### src/rtl/clk_mode_pkg.sv
// Package: register map, field positions, reset values and constants
`default_nettype none
package clk_mode_pkg;

    // Register indices; byte address is four times the index
    localparam logic [7:0] IDX_TIMING_SETUP = 8'h24;
    localparam logic [7:0] IDX_CONV_CTRL    = 8'h26;
    localparam logic [7:0] IDX_LATCH_0      = 8'h28;
    localparam logic [7:0] IDX_LATCH_1      = 8'h2a;
    localparam logic [7:0] IDX_LATCH_2      = 8'h2c;
    localparam logic [7:0] IDX_LATCH_3      = 8'h2e;

    // Timing setup fields
    localparam int BIT_SHARED_SYNC  = 0;
    localparam int BIT_BP_DRIVER    = 1;
    localparam int BIT_CONV_EXT     = 2;
    localparam int BIT_PROC_OSC     = 3;
    localparam int BIT_FORCE_FS     = 6;
    localparam int BIT_TRACK_ONLY   = 7;
    localparam logic [15:0] TIMING_MASK  = 16'h00cf;
    localparam logic [15:0] TIMING_RESET = 16'h0000;

    // Converter control fields
    localparam int DIAG_LSB = 0;
    localparam int MODE_LSB = 5;
    localparam logic [4:0] DIAG_RESET = 5'h00;
    localparam logic [2:0] MODE_RESET = 3'h0;

    // Diagnostic selections
    localparam logic [4:0] DIAG_NORMAL    = 5'h00;
    localparam logic [4:0] DIAG_THIRD_HI  = 5'h09;
    localparam logic [4:0] DIAG_SECOND_HI = 5'h13;
    localparam logic [4:0] DIAG_FIRST_HI  = 5'h1c;
    localparam logic [4:0] DIAG_GAIN      = 5'h1d;
    localparam logic [4:0] DIAG_FIRST     = 5'h1e;
    localparam logic [4:0] DIAG_SECOND    = 5'h1f;

    // Converter word width and negative full scale
    localparam int CONV_W = 23;
    localparam logic [22:0] NEG_FULL_SCALE = 23'h400000;

    // Latched decimation count
    localparam int CNT_W = 25;

    typedef enum logic [2:0] {
        CAL_RESET      = 3'h0,
        CAL_UNCAL      = 3'h1,
        CAL_DITHER     = 3'h2,
        CAL_GAIN       = 3'h3,
        CAL_DAC        = 3'h4,
        CAL_NO_UPDATE  = 3'h5,
        CAL_NO_GAIN_UP = 3'h6,
        CAL_NORMAL     = 3'h7
    } cal_mode_e;

    function automatic logic [31:0] byte_addr(input logic [7:0] idx);
        byte_addr = {22'h000000, idx, 2'b00};
    endfunction : byte_addr

endpackage : clk_mode_pkg
`default_nettype wire

### src/rtl/adc_clock_and_mode_control.sv
// Converter clock selection, diagnostic and calibration mode control
// How it works
// - Sync clear: local clock and sync used
// - Driver bit set: local clock onto backplane
// - Driver bit clear: backplane clock undriven
// - Select bit picks oscillator or external clock
// - Shared sync overrides converter clock select
// - Processing clock: converter or oscillator
// - Processing clock level is only output; all logic runs on sys_clk
// - Force bit drives first pass negative
// - Track-only bit holds track mode
// - Control register: diag 4-0, mode 7-5
// - Selection 0 gives combined result
// - Selections 1-29 give error accumulators
// - Selections 30/31 give single passes
// - Mode values 0-7 select calibration
// - Latched count readable after trigger
// - Timing setup fields at index 24
// - Shared sync uses backplane clock, sync
//
// Chosen here: the register addresses and register access over APB.
`timescale 1ns/1ps
`default_nettype none
module adc_clock_and_mode_control (
    input  wire logic        sys_clk,
    input  wire logic        rst,
    // APB slave
    input  wire logic        psel,
    input  wire logic        penable,
    input  wire logic        pwrite,
    input  wire logic [31:0] paddr,
    input  wire logic [31:0] pwdata,
    output logic      [31:0] prdata,
    output logic             pready,
    output logic             pslverr,
    // Clock and sync sources
    input  wire logic        osc_clk_in,
    input  wire logic        ext_clk_in,
    input  wire logic        bp_clk_i,
    output logic             bp_clk_o,
    output logic             bp_clk_oe,
    input  wire logic        bp_sync_i,
    input  wire logic        local_sync,
    // Selected clock levels and controls
    output logic             conv_clk_lvl,
    output logic             proc_clk_lvl,
    output logic             sync_sel,
    output logic             use_backplane,
    output logic             proc_from_osc,
    output logic             track_only,
    output logic             force_full_scale,
    output logic      [4:0]  converter_diag_select,
    output logic      [2:0]  converter_cal_mode,
    // Converter data path
    input  wire logic [22:0] first_pass,
    input  wire logic [22:0] second_pass,
    input  wire logic [22:0] combined,
    input  wire logic [22:0] err_acc_data,
    output logic      [22:0] conv_data,
    // Trigger capture
    input  wire logic        trig_pulse,
    input  wire logic [24:0] decim_count,
    input  wire logic        alt_decim_count,
    input  wire logic [1:0]  pack_shift
);
    logic [15:0] timing_q;
    logic [4:0]  diag_q;
    logic [2:0]  mode_q;
    logic [24:0] decim_count_latch_q;
    logic        alt_decim_count_latch_q;
    logic [1:0]  shift_latch_q;
    logic [3:0]  src_s;
    logic        osc_s;
    logic        ext_s;
    logic        bp_clk_s;
    logic        bp_sync_s;
    logic        local_clk;
    logic        conv_clk_d;
    logic        access;
    logic        wr_take;
    logic        capture;
    logic [7:0]  idx;
    logic        mapped;
    logic [31:0] rdata_d;

    level_sync #(.W(4)) u_sync (
        .sys_clk  (sys_clk),
        .rst      (rst),
        .async_in ({bp_sync_i, bp_clk_i, ext_clk_in, osc_clk_in}),
        .sync_out (src_s)
    );
    assign {bp_sync_s, bp_clk_s, ext_s, osc_s} = src_s;

    // APB decode; answer one cycle into the access phase
    assign access  = psel && penable && !pready;
    assign wr_take = psel && penable && pready && pwrite;
    assign idx     = paddr[9:2];

    always_comb begin
        mapped  = (paddr[31:10] == 22'h000000) && (paddr[1:0] == 2'b00);
        rdata_d = 32'h00000000;
        if (paddr == clk_mode_pkg::byte_addr(clk_mode_pkg::IDX_LATCH_0)) begin
            rdata_d = {21'h000000, alt_decim_count_latch_q,
                       shift_latch_q, decim_count_latch_q[7:0]};
        end else if (paddr ==
                     clk_mode_pkg::byte_addr(clk_mode_pkg::IDX_LATCH_1)) begin
            rdata_d = {24'h000000, decim_count_latch_q[15:8]};
        end else if (paddr ==
                     clk_mode_pkg::byte_addr(clk_mode_pkg::IDX_LATCH_2)) begin
            rdata_d = {24'h000000, decim_count_latch_q[23:16]};
        end else if (paddr ==
                     clk_mode_pkg::byte_addr(clk_mode_pkg::IDX_LATCH_3)) begin
            rdata_d = {31'h00000000, decim_count_latch_q[24]};
        end else if (idx != clk_mode_pkg::IDX_TIMING_SETUP &&
                     idx != clk_mode_pkg::IDX_CONV_CTRL) begin
            mapped = 1'b0;
        end
    end

    always_ff @(posedge sys_clk or posedge rst) begin
        if (rst) begin
            pready  <= 1'b0;
            prdata  <= 32'h00000000;
            pslverr <= 1'b0;
        end else begin
            pready  <= access;
            prdata  <= (access && !pwrite) ? rdata_d : 32'h00000000;
            pslverr <= access && !mapped;
        end
    end

    always_ff @(posedge sys_clk or posedge rst) begin
        if (rst) begin
            timing_q <= clk_mode_pkg::TIMING_RESET;
        end else if (wr_take && paddr ==
                     clk_mode_pkg::byte_addr(clk_mode_pkg::IDX_TIMING_SETUP)) begin
            timing_q <= pwdata[15:0] & clk_mode_pkg::TIMING_MASK;
        end
    end

    always_ff @(posedge sys_clk or posedge rst) begin
        if (rst) begin
            diag_q <= clk_mode_pkg::DIAG_RESET;
            mode_q <= clk_mode_pkg::MODE_RESET;
        end else if (wr_take && paddr ==
                     clk_mode_pkg::byte_addr(clk_mode_pkg::IDX_CONV_CTRL)) begin
            diag_q <= pwdata[clk_mode_pkg::DIAG_LSB +: 5];
            mode_q <= pwdata[clk_mode_pkg::MODE_LSB +: 3];
        end
    end

    // count latched on trigger or capture write
    assign capture = trig_pulse || (wr_take && paddr ==
                     clk_mode_pkg::byte_addr(clk_mode_pkg::IDX_LATCH_2));
    always_ff @(posedge sys_clk or posedge rst) begin
        if (rst) begin
            decim_count_latch_q     <= '0;
            alt_decim_count_latch_q <= 1'b0;
            shift_latch_q           <= 2'b00;
        end else if (capture) begin
            decim_count_latch_q     <= decim_count;
            alt_decim_count_latch_q <= alt_decim_count;
            shift_latch_q           <= pack_shift;
        end
    end

    assign local_clk = timing_q[clk_mode_pkg::BIT_CONV_EXT] ? ext_s : osc_s;
    assign conv_clk_d = timing_q[clk_mode_pkg::BIT_SHARED_SYNC] ?
                        bp_clk_s : local_clk;

    always_ff @(posedge sys_clk or posedge rst) begin
        if (rst) begin
            conv_clk_lvl  <= 1'b0;
            sync_sel      <= 1'b0;
            use_backplane <= 1'b0;
        end else begin
            conv_clk_lvl  <= conv_clk_d;
            sync_sel      <= timing_q[clk_mode_pkg::BIT_SHARED_SYNC] ?
                             bp_sync_s : local_sync;
            use_backplane <= timing_q[clk_mode_pkg::BIT_SHARED_SYNC];
        end
    end

    always_ff @(posedge sys_clk or posedge rst) begin
        if (rst) begin
            proc_clk_lvl  <= 1'b0;
            proc_from_osc <= 1'b0;
        end else begin
            proc_clk_lvl  <= timing_q[clk_mode_pkg::BIT_PROC_OSC] ?
                             osc_s : conv_clk_d;
            proc_from_osc <= timing_q[clk_mode_pkg::BIT_PROC_OSC];
        end
    end

    always_ff @(posedge sys_clk or posedge rst) begin
        if (rst) begin
            bp_clk_o  <= 1'b0;
            bp_clk_oe <= 1'b0;
        end else begin
            bp_clk_o  <= local_clk;
            bp_clk_oe <= timing_q[clk_mode_pkg::BIT_BP_DRIVER];
        end
    end

    always_ff @(posedge sys_clk or posedge rst) begin
        if (rst) begin
            track_only            <= 1'b0;
            force_full_scale      <= 1'b0;
            converter_diag_select <= clk_mode_pkg::DIAG_RESET;
            converter_cal_mode    <= clk_mode_pkg::MODE_RESET;
        end else begin
            track_only            <= timing_q[clk_mode_pkg::BIT_TRACK_ONLY];
            force_full_scale      <= timing_q[clk_mode_pkg::BIT_FORCE_FS];
            converter_diag_select <= diag_q;
            converter_cal_mode    <= mode_q;
        end
    end

    conv_diag_mux u_mux (
        .sys_clk      (sys_clk),
        .rst          (rst),
        .diag_sel     (diag_q),
        .force_fs     (timing_q[clk_mode_pkg::BIT_FORCE_FS]),
        .first_pass   (first_pass),
        .second_pass  (second_pass),
        .combined     (combined),
        .err_acc_data (err_acc_data),
        .conv_data_q  (conv_data)
    );
endmodule : adc_clock_and_mode_control
`default_nettype wire

### src/rtl/level_sync.sv
// Two-flop synchroniser for a group of asynchronous levels
`timescale 1ns/1ps
`default_nettype none
module level_sync #(
    parameter int W = 1
) (
    input  wire logic         sys_clk,
    input  wire logic         rst,
    input  wire logic [W-1:0] async_in,
    output logic      [W-1:0] sync_out
);
    logic [W-1:0] meta_q;

    always_ff @(posedge sys_clk or posedge rst) begin
        if (rst) begin
            meta_q   <= '0;
            sync_out <= '0;
        end else begin
            meta_q   <= async_in;
            sync_out <= meta_q;
        end
    end
endmodule : level_sync
`default_nettype wire

### src/rtl/conv_diag_mux.sv
// Selects the converter word delivered to the processing path
`timescale 1ns/1ps
`default_nettype none
module conv_diag_mux (
    input  wire logic        sys_clk,
    input  wire logic        rst,
    input  wire logic [4:0]  diag_sel,
    input  wire logic        force_fs,
    input  wire logic [22:0] first_pass,
    input  wire logic [22:0] second_pass,
    input  wire logic [22:0] combined,
    input  wire logic [22:0] err_acc_data,
    output logic      [22:0] conv_data_q
);
    logic [22:0] first_eff;
    logic [22:0] conv_data_d;

    assign first_eff = force_fs ? clk_mode_pkg::NEG_FULL_SCALE : first_pass;

    always_comb begin
        if (diag_sel == clk_mode_pkg::DIAG_NORMAL) begin
            conv_data_d = combined;
        end else if (diag_sel == clk_mode_pkg::DIAG_FIRST) begin
            conv_data_d = first_eff;
        end else if (diag_sel == clk_mode_pkg::DIAG_SECOND) begin
            conv_data_d = second_pass;
        end else begin
            conv_data_d = err_acc_data;
        end
    end

    always_ff @(posedge sys_clk or posedge rst) begin
        if (rst) begin
            conv_data_q <= '0;
        end else begin
            conv_data_q <= conv_data_d;
        end
    end
endmodule : conv_diag_mux
`default_nettype wire

### config.mk
export PLATFORM = sky130hd
export DESIGN_NAME = adc_clock_and_mode_control
export DESIGN_NICKNAME = d
export VERILOG_FILES = /design/src/rtl/clk_mode_pkg.sv /design/src/rtl/adc_clock_and_mode_control.sv /design/src/rtl/level_sync.sv /design/src/rtl/conv_diag_mux.sv
export SDC_FILE = /design/constraint.sdc
export NUM_CORES = 1
export LEC_CHECK = 0
export BUFFER_PORTS_ARGS = -buffer_cell sky130_fd_sc_hd__clkbuf_2
export CORE_MARGIN = 1
export CORE_UTILIZATION = 50
export DETAILED_ROUTE_END_ITERATION = 16
export PLACE_DENSITY = 0.92
export SLEW_MARGIN = 40
export SYNTH_ARGS = -nofsm -noshare
export SYNTH_HDL_FRONTEND = slang
export SYNTH_HIERARCHICAL = 1
export SYNTH_SLANG_ARGS = --single-unit
### constraint.sdc
create_clock -name sys_clk -period 5 [get_ports sys_clk]
set_input_delay 0.25 -clock sys_clk [delete_from_list [all_inputs] [get_ports sys_clk]]
set_output_delay 0.25 -clock sys_clk [all_outputs]
set_load 0.02 [all_outputs]
==> results.tsv, run 1 <==
stage	metric	value	unit
cts	clock_sinks	103	
global_routing	antenna_found_initial	1	
cts	clk_pin_slew	0.12	ns
sta	final.min_clock_period	2.26	ns
hold_path	min-delay-start	local_sync	
cts	cts_tree	done	
cells_and_area	nets	933	
cts	cts_max_path_buffers	2	
power	p_leak	3.31	nW
hold_path	hp-class	input pin to flop	
global_routing	track_usage	30.6	%
sta	setup_viol	0	
cts	cts_buffers	9	
cells_and_area	fill_cells	826	
cells_and_area	final_common_cell	clkbuf_2	
cts	cts_resized	0	
global_routing	grt_max_degree	73	
synth	synth-seq-cells	103	
floorplanning	fp-row-count	37	
setup_path	start_kind	flop	
sta	slew_headroom	43.8	%
place	place_congestion	0.881	
setup_path	r2r-start	pready$_DFF_PP0_	
cells_and_area	areaGrowthSynthToFinish	23.9	%
floorplanning	core_area	10500	µm²
floorplanning	die_x	107	µm
synth	synth_cell_types	43	
synth	synth.cell_area	5520	µm²
setup_path	cp_top_family	simple AND/OR/NAND/NOR gates	
route	drcViolationCount	0	
cells_and_area	multiInputGateArea	2550	µm²
global_routing	grt_pass1_vias	5244	
global_routing	overflow	0	
flow_run	cap_violations	0	
global_routing	grt_pass1_wl	27.0	mm
floorplanning	initial_core_util	52.5	%
cells_and_area	area.sequential	2580	µm²
sta	fin_setup_tns	0	ns
cts	htree_num_levels	3	
setup_path	worstSetupStartpoint	pready$_DFF_PP0_	
place	hpwlAfterDp	12.1	mm
setup_path	cp.arrival	2.54	ns
sta	skew	0.0169	ns
route	drt_iter0_markers	622	
setup_path	endpoint_kind	flop	
sta	worst_slew_pin_slew	0.843	ns
floorplanning	ios	269	
synth	yosysSeqAreaShare	46.7	%
cells_and_area	drive_above_1_share	38.6	%
place	dpl.cell_count	858	
sta	hold_viol_final	0	
setup_path	crit_type	flop to flop	
power	ir_worst_vdd	162	µV
sta	drv_slew	0	
floorplanning	chipHeight	107	µm
place	port_buffers	223	
route	drt_first_pass_iters	6	
synth	synth_area_per_cell	10.1	µm²
route	viasPerCell	6.27	
setup_path	critPathMaxFanout	31	
synth	yosysWarnings	6	
cells_and_area	final_cell_mix	clkbuf_2 (221), dfrtp_1 (103), o31ai_1 (50), nand3_1 (50), nor2_1 (35)	
route	antenna_left	0	
setup_path	slowest_stage	or4b_1	
floorplanning	fp.dieArea	11500	µm²
synth	netlist_instances	548	
setup_path	crit_chain	nand4_1, buf_4, nor4bb_1, or4b_1, mux2_4	
cts	clk_latency	0.39	ns
sta	rsz0062_at_grt	no	
cts	root_buffer	clkbuf_8	
sta	fmax	0.442	GHz
setup_path	cpPeakStageDelay	0.68	ns
status	status	finished, final reports clean	
power	power.density	250	nW/µm²
setup_path	cp.required	5.27	ns
route	wire_per_inst	20.1	µm
sta	finalCritPeriodShare	45.2	%
setup_path	worstPathBufferInverterCount	1	
cells_and_area	fin_cells	880	
route	routed_wirelength	17.6	mm
route	vias	5521	
## final timing paths
| path | to | slack [ns] | cells after the start |
|---|---|---|---|
| max in group asynchronous | prdata[6]$_DFF_PP0_ | 3.92 | 4 |
| setup reg to reg | timing_q[7]$_DFFE_PP0P_ | 2.74 | 5 |
| hold reg to reg | u_sync/sync_out[1]$_DFF_PP0_ | 0.36 | 0 |
| setup / recovery | timing_q[7]$_DFFE_PP0P_ | 2.74 | 5 |
| hold / removal | sync_sel$_DFF_PP0_ | 0.09 | 2 |
| min in group asynchronous | u_sync/sync_out[1]$_DFF_PP0_ | 0.39 | 3 |
## cells in the mapped netlist (all sizes together)
master | number | area share (%)
nor2 | 35 | 2.4
dfrtp | 103 | 47
clkbuf | 39 | 2.7
inv | 20 | 1.4
or4bb | 1 | 0.20
nor3b | 2 | 0.27
nor3 | 5 | 0.45
nand4 | 30 | 3.4
nor4bb | 1 | 0.18
buf | 39 | 4.9
nand3b | 1 | 0.14
and4 | 1 | 0.16
nor2b | 26 | 2.9
mux2i | 1 | 0.18
nand3 | 50 | 4.5
mux2 | 18 | 4.1
o31ai | 50 | 6.8
a211oi | 1 | 0.14
a221oi | 21 | 3.3
a21oi | 8 | 0.73
o211ai | 1 | 0.14
conb | 1 | 0.068
or4b | 1 | 0.18
nor4 | 12 | 1.9
o21ai | 1 | 0.091
or3 | 6 | 0.77
o211a | 1 | 0.18
nor4b | 25 | 4.2
a22oi | 30 | 4.1
nand2 | 3 | 0.20
or4 | 5 | 0.88
and2 | 3 | 0.34
o221a | 7 | 1.4
## cell type report
type / count / area share [%]
Timing Repair Buffer: 237 / 18.2
Tap cell: 136 / 2.49
Clock inverter: 7 / 1.34
Multi-Input combinational cell: 367 / 37.3
Inverter: 20 / 1.10
Clock buffer: 9 / 1.81
Sequential cell: 103 / 37.7
Antenna cell: 1 / 0.0366
## logic make-up after synthesis
| logic type | after synthesis | share of synthesized area (%) |
|---|---|---|
| muxes | 19 | 4.26 |
| DFF | 103 | 46.7 |
| buffers and inverters | 98 | 8.87 |
| other | 1 | 0.0680 |
| AOI/OAI and AO/OA | 120 | 16.9 |
| and+or+nand+nor | 207 | 23.2 |
## layer usage
metal  vias to the layer above  track usage [%]  wire [µm]
met4                         0             13.5        782
met2                       376             53.9       9010
met1                      2668             36.0       6190
met5                         -                0          0
met3                        57             6.32       1670
li1                       2420                -          -
## sequential cells by signal, summed over array words and instances (netlist names), 3 cells and up
register	count
diag_q	5
converter_diag_select	5
converter_cal_mode	3
prdata	11
mode_q	3
u_sync/meta_q	4
u_sync/sync_out	4
decim_count_latch_q	25
u_mux/conv_data_q	23
timing_q	6
## report_power, final
part / internal, W / leakage, nW / switching [W]
combinational: 0.000117 / 1.93 / 0.000156
sequential: 0.000873 / 1.27 / 0.0000161
clock: 0.000206 / 0.106 / 0.000344
## what timing repair did
item                      4_1_cts  5_1_grt
hold endpoints to repair       12        0
setup buffers                   0        0
hold buffers                    5        0
## stage by stage
| stage | area, µm² | hold WS [ns] | util, % | total power (W) | worst slack (ns) |
|---|---|---|---|---|---|
| detailed placement | 6560 | 0.226 | 62.4 | 0.00117 | 2.37 |
| finish | 6830 | 0.0896 | 65.0 | 0.00171 | 2.74 |
| global placement | 6530 | 0.213 | 62.1 | 0.00116 | 2.14 |
| global route | 6830 | 0.0763 | 65.0 | 0.00178 | 2.63 |
| CTS | 6820 | 0.0850 | 64.9 | 0.00171 | 2.74 |
| floorplan | 5590 | 0.0657 | - | 0.00107 | 2.74 |
Power figures use the tool's default switching activity.
==> run 2: changes to the inputs <==
CORE_UTILIZATION = 42   (was 50)
PLACE_DENSITY = 0.83   (was 0.92)
clock period = 1.8 ns   (was 5 ns; I/O delays follow)
==> run 2 against run 1 <==
Effect of this change: the run now ends with negative setup slack left; global-route usage fell by 3.8 points; hold slack got worse by 0.084 ns; cell count rose by 11%; via count rose by 1.3%; critical path depth rose by 2; clock-buffer cell count did not move; first-iteration DRC count fell by 45%; flip-flop and latch count did not move; non-clock buffer count rose by 58; die area rose by 19%; clock power rose to 3.8 times the previous value; utilization fell by 5.0 points; critical path type is now input pin to flop.
==> results.tsv, run 2 (same netlist as run 1, synthesis figures left out) <==
stage	metric	value	unit	change
cells_and_area	largest_reg_flops	25		unchanged
sta	fmax	0.553	GHz	
route	drcViolationCount	0		unchanged
global_routing	grt_max_degree	46		-37%
sta	setup_slack	-0.00807	ns	-2.75 ns
global_routing	grt_pass1_vias	5417		+3.3%
cells_and_area	areaGrowthSynthToFinish	38.4	%	
floorplanning	fp.dieArea	13600	µm²	+19%
setup_path	endpoint_kind	flop		
floorplanning	ios	269		unchanged
floorplanning	fp-row-count	41		+11%
place	placed_area	6910	µm²	+5.4%
cells_and_area	drive_above_1_share	39.7	%	+1.1 points
cells_and_area	final_cell_mix	clkbuf_2 (223), dfrtp_1 (103), nand3_1 (50)		
sta	worst_slew_pin_slew	0.553	ns	-0.291 ns
setup_path	rr_worst_depth	6		+1
cts	cts_buffers	9		unchanged
cells_and_area	reg_top3	decim_count_latch_q: 25 flops, u_mux/conv_data_q: 23 flops, prdata: 11 flops		
route	viasPerCell	5.75		-8.4%
cells_and_area	nets	991		+6.2%
hold_path	hp-class	input pin to flop		
setup_path	cp.arrival	2.05	ns	-0.49 ns
place	port_buffers	223		unchanged
sta	drv_slew	0		unchanged
cts	cts_tree	done		
setup_path	worstSetupStartpoint	paddr[19]		
cts	postCtsSetupRepairBufs	0		unchanged
sta	fin_setup_tns	-0.0170	ns	-0.0170 ns
status	status	finished with violations		
setup_path	crit_type	input pin to flop		
sta	hold_viol_final	0		unchanged
route	routed_wirelength	18.3	mm	+3.6%
route	wire_per_inst	18.8	µm	-6.3%
floorplanning	initial_core_util	43.4	%	-9.1 points
cells_and_area	regMostFlops	decim_count_latch_q		
cells_and_area	area.sequential	2580	µm²	unchanged
cells_and_area	antenna_cells	0		-1
sta	setup_viol	4		+4
setup_path	cpPeakStageDelay	0.53	ns	-0.15 ns
setup_path	slowest_stage	or4_4		
sta	finalCritPeriodShare	100	%	
sta	rsz0062_at_grt	yes		
route	vias	5594		+1.3%
cells_and_area	fin_area	7640	µm²	+12%
cts	clock_sinks	103		unchanged
route	drt_iter0_markers	340		-45%
power	power.density	710	nW/µm²	+180%
setup_path	start_kind	input pin		
cts	clk_latency	0.35	ns	-0.04 ns
sta	skew	0.00504	ns	-0.0118 ns
setup_path	critPathMaxFanout	8		-74%
place	place_congestion	0.808		-8.3%
sta	slew_headroom	63.1	%	+19 points
setup_path	critPathCapture	diag_q[0]$_DFFE_PP0P_		
setup_path	worstReg2RegEnd	diag_q[0]$_DFFE_PP0P_		
place	dpl.cell_count	922		+7.5%
floorplanning	core_area	12700	µm²	+21%
floorplanning	chipHeight	117	µm	+8.9%
cts	root_buffer	clkbuf_16		
setup_path	r2r-start	pready$_DFF_PP0_		
cells_and_area	fin_cells	973		+11%
setup_path	cp.required	2.05	ns	-3.22 ns
global_routing	track_usage	26.8	%	-3.8 points
power	p_leak	3.63	nW	+9.8%
floorplanning	die_x	117	µm	+8.9%
cts	htree_num_levels	3		unchanged
route	antenna_left	0		unchanged
cells_and_area	multiInputGateArea	2640	µm²	+3.4%
route	drt_first_pass_iters	5		-1
setup_path	crit_chain	clkbuf_2, or4_4, or3_4, buf_4, nor4b_4, buf_6, mux2_2		
place	hpwlAfterDp	11.9	mm	-1.4%
global_routing	grt_pass1_wl	27.5	mm	+1.9%
setup_path	regToRegSetupSlack	0	ns	-2.74 ns
flow_run	cap_violations	0		unchanged
cts	clk_pin_slew	0.08	ns	-0.04 ns
global_routing	antenna_found_initial	0		-1
cells_and_area	final_common_cell	clkbuf_2		
status	violations	negative setup slack		
cts	cts_max_path_buffers	2		unchanged
global_routing	overflow	0		unchanged
sta	final.min_clock_period	1.81	ns	
cells_and_area	fill_cells	1039		+26%
power	ir_worst_vdd	466	µV	+190%
==> run 2: changes by cell type in the layout (fill, tap and decap cells not counted), sizes merged <==
cell	change
inv	-1
clkinv	-1
diode	-1
buf	+27
clkinvlp	+1
bufinv	+1
dlygate4sd3	+31
==> run 2: worst min-delay path by stage <==
stage | startpoint | to | cells after the start
after floorplan | rst | u_sync/meta_q[0]$_DFF_PP0_ | 1
after global placement | rst | u_sync/sync_out[3]$_DFF_PP0_ | 2
after detailed placement | rst | u_sync/sync_out[3]$_DFF_PP0_ | 2
after CTS | decim_count[0] | decim_count_latch_q[0]$_DFFE_PP0P_ | 3
after global routing | decim_count[16] | decim_count_latch_q[16]$_DFFE_PP0P_ | 3
final | combined[4] | u_mux/conv_data_q[4]$_DFF_PP0_ | 3
==> run 2: where the power goes <==
part           switching, W  internal, W
registers         0.0000458      0.00243
clock network      0.000978      0.00113
logic              0.000453     0.000392
total               0.00148      0.00395
==> run 2: per-layer routing <==
metal | track usage, % | up-vias | routed length [µm]
met5 | 0.741 | - | 0
met4 | 12.2 | 0 | 548
met3 | 7.21 | 40 | 1730
met2 | 49.6 | 343 | 9640
met1 | 28.2 | 2681 | 6370
li1 | - | 2530 | -
==> run 2: repair_timing <==
item                                   4_1_cts  5_1_grt
gates resized for setup                      3        9
endpoints found under the hold margin       92        0
hold buffers                                36        0
setup endpoints to repair                   14       23
pin swaps                                    1        0
==> run 2: through the flow <==
| step | setup slack (ns) | utilization (%) | total power [W] | hold slack [ns] |
|---|---|---|---|---|
| 3_5_place_dp | -0.406 | 54.3 | 0.00327 | 0.0839 |
| 2_1_floorplan | -0.300 | - | 0.00296 | -0.0943 |
| 4_1_cts | -0.0182 | 59.8 | 0.00543 | 0.0000825 |
| 5_1_grt | -0.0954 | 60.0 | 0.00564 | 0.00727 |
| 6_report | -0.00807 | 60.0 | 0.00542 | 0.00608 |
| 3_3_place_gp | -0.387 | 54.3 | 0.00325 | 0.0715 |
==> run 2: cell type report <==
| cell class | count | share of cell area [%] |
|---|---|---|
| timing repair buffer | 295 | 23.6 |
| clock inverter | 7 | 1.28 |
| sequential | 103 | 33.7 |
| multi-input combinational | 367 | 34.6 |
| clock buffer | 9 | 2.95 |
| tap | 172 | 2.82 |
| inverter | 20 | 1.03 |
==> run 2: worst max-delay path: cells and delay by family <==
kind / cells / cell delay, ns
simple gates: 3 / 1.19
buf+inv: 3 / 0.44
mux: 1 / 0.34
==> run 3: changes to the inputs <==
SETUP_SLACK_MARGIN = 0.1   (was unset)
==> run 3 against run 2 <==
Effect of this change: the flow finishes with violations (negative hold slack, negative setup slack); first-iteration DRC count increased by 13%; wire length grew 13%; sequential power about the same; flip-flop and latch count did not move; utilization is 6.5 points higher; sequential share of layout area down 3.3 points; clock power about the same; clock-buffer cell count is the same; hold slack worse by 0.0082 ns; power grew 3.0%; largest cell class unchanged.
==> results.tsv, run 3 (same netlist as run 1, synthesis figures left out) <==
stage	metric	value	unit	change
setup_path	start_kind	input pin		
global_routing	grt_pass1_vias	5516		+1.8%
floorplanning	chipHeight	117	µm	unchanged
setup_path	cp.arrival	2.11	ns	+0.06 ns
cells_and_area	antenna_cells	0		unchanged
cts	clock_sinks	103		unchanged
sta	fmax	0.534	GHz	-3.5%
cells_and_area	area.sequential	2580	µm²	unchanged
cells_and_area	reg_top3	decim_count_latch_q: 25 flops, u_mux/conv_data_q: 23 flops, prdata: 11 flops		
global_routing	antenna_found_initial	0		unchanged
cts	cts_tree	done		
sta	skew	0.00546	ns	+0.000420 ns
setup_path	cpPeakStageDelay	0.53	ns	about the same
route	viasPerCell	5.89		+2.5%
setup_path	crit_type	input pin to flop		
cells_and_area	final_core_util	66.5	%	+6.5 points
sta	fin_setup_tns	-0.396	ns	-0.379 ns
sta	hold_ws	-0.00216	ns	-0.00824 ns
route	drcViolationCount	0		unchanged
sta	final.min_clock_period	1.87	ns	+0.0648 ns
cells_and_area	final_common_cell	clkbuf_2		
setup_path	endpoint_kind	flop		
place	port_buffers	223		unchanged
cells_and_area	regMostFlops	decim_count_latch_q		
cells_and_area	final_cell_mix	clkbuf_2 (223), dfrtp_1 (103), nand3_1 (50)		
sta	rsz0062_at_grt	yes		
power	p_leak	3.89	nW	+7.1%
place	dp_slack	-0.406	ns	unchanged
cts	clk_pin_slew	0.07	ns	about the same
cts	root_buffer	clkbuf_16		
sta	finalCritPeriodShare	104	%	+3.6 points
floorplanning	fp.dieArea	13600	µm²	unchanged
cts	cts_buffers	9		unchanged
cells_and_area	fill_cells	933		-10%
cts	htree_num_levels	3		unchanged
route	wire_per_inst	20.9	µm	+11%
status	status	finished with violations		
sta	worst_slew_pin_slew	0.704	ns	+0.151 ns
cells_and_area	multiInputGateArea	3170	µm²	+20%
place	hpwlAfterDp	11.9	mm	unchanged
cells_and_area	largest_reg_flops	25		unchanged
global_routing	overflow	0		unchanged
global_routing	track_usage	27.7	%	+0.94 points
global_routing	grt_pass1_wl	28.3	mm	+2.8%
floorplanning	ios	269		unchanged
cells_and_area	drive_above_1_share	47.8	%	+8.1 points
flow_run	cap_violations	0		unchanged
power	power.density	660	nW/µm²	-7.1%
route	drt_iter0_markers	383		+13%
setup_path	worstPathBufferInverterCount	2		-1
setup_path	slowest_stage	or4_4		
status	violations	negative hold slack, negative setup slack		
cells_and_area	areaGrowthSynthToFinish	53.4	%	
cells_and_area	nets	1006		+1.5%
setup_path	cp_top_family	simple AND/OR/NAND/NOR gates		
setup_path	critPathMaxFanout	6		-2
place	place_congestion	0.808		unchanged
cts	cts_max_path_buffers	2		unchanged
global_routing	grt_max_degree	46		unchanged
sta	slew_headroom	53.1	%	-10 points
sta	drv_slew	0		unchanged
route	vias	5821		+4.1%
setup_path	cp.required	2.04	ns	about the same
sta	setup_viol	6		+2
floorplanning	core_area	12700	µm²	unchanged
cts	clk_latency	0.36	ns	about the same
route	routed_wirelength	20.7	mm	+13%
hold_path	hp-class	input pin to flop		
route	antenna_left	0		unchanged
power	ir_worst_vdd	527	µV	+13%
place	dpl.cell_count	922		unchanged
sta	setup_slack	-0.0729	ns	-0.0648 ns
cells_and_area	fin_cells	988		+1.5%
floorplanning	die_x	117	µm	unchanged
floorplanning	fp-row-count	41		unchanged
sta	hold_viol_final	1		+1
setup_path	crit_chain	clkbuf_2, or4_4, or3_4, or4b_1, buf_6, mux2_4		
floorplanning	initial_core_util	43.4	%	unchanged
route	drt_first_pass_iters	5		unchanged
run 3: cell types whose count changed in the layout (fill, tap and decap cells not counted), moves of 7 or more:
cell	previous run	this run
o31ai_1	44	23
a22oi_2	0	28
a22oi_1	30	2
o31ai_4	0	19
nor4b_1	24	17
nor4b_2	0	7
run 3: report_power, final:
group          total [W]  switching (W)  internal [W]
clock network    0.00212       0.000992       0.00113
logic           0.000991       0.000534      0.000457
registers        0.00247      0.0000477       0.00243
total            0.00559        0.00157       0.00401
run 3: path summary, 6_finish.rpt:
check / startpoint / end / slack, ns / cells past startpoint
max: paddr[12] / timing_q[2]$_DFFE_PP0P_ / -0.07 / 6
min: pack_shift[1] / shift_latch_q[1]$_DFFE_PP0P_ / -0.002 / 3
max reg2reg: pready$_DFF_PP0_ / timing_q[2]$_DFFE_PP0P_ / 0.01 / 5
min reg2reg: u_sync/meta_q[1]$_DFF_PP0_ / u_sync/sync_out[1]$_DFF_PP0_ / 0.35 / 0
max in group asynchronous: rst / decim_count_latch_q[18]$_DFFE_PP0P_ / 0.80 / 4
min in group asynchronous: rst / u_sync/sync_out[3]$_DFF_PP0_ / 0.32 / 3
run 3: cell type report:
type,instances,area share (%)
Inverter,20,0.931
Timing Repair Buffer,309,24.8
Clock inverter,7,1.15
Tap cell,172,2.54
Multi-Input combinational cell,368,37.4
Clock buffer,9,2.66
Sequential cell,103,30.5
run 3: repair_timing:
| action | in CTS | in global routing |
|---|---|---|
| setup buffers | 4 | 0 |
| pin swaps | 4 | 25 |
| endpoints found under the setup margin | 38 | 53 |
| hold buffers | 36 | 2 |
| endpoints found under the hold margin | 92 | 2 |
| gates resized for setup | 23 | 89 |
| cloned | 2 | 6 |
run 3: metrics by stage:
stage	hold WS (ns)	total power (W)	instance area [µm²]
finish	-0.00216	0.00559	8460
global route	0.000187	0.00578	8460
CTS	0.0000825	0.00544	7790
detailed placement	0.0839	0.00327	6910
global placement	0.0715	0.00325	6910
floorplan	-0.0943	0.00296	5690
run 3: worst reg2reg max path, delay by kind of cell (launching register included):
kind          cells  cell delay, ns
buf+inv           1            0.17
simple gates      3            0.84
mux               1            0.30
flops             1            0.37
run 3: layer usage:
| metal | GRT usage (%) | up-vias | wire, µm |
|---|---|---|---|
| met5 | 0 | - | 0 |
| met2 | 52.3 | 336 | 11000 |
| met4 | 13.0 | 0 | 978 |
| li1 | - | 2575 | - |
| met3 | 7.42 | 78 | 1720 |
| met1 | 28.4 | 2832 | 6920 |
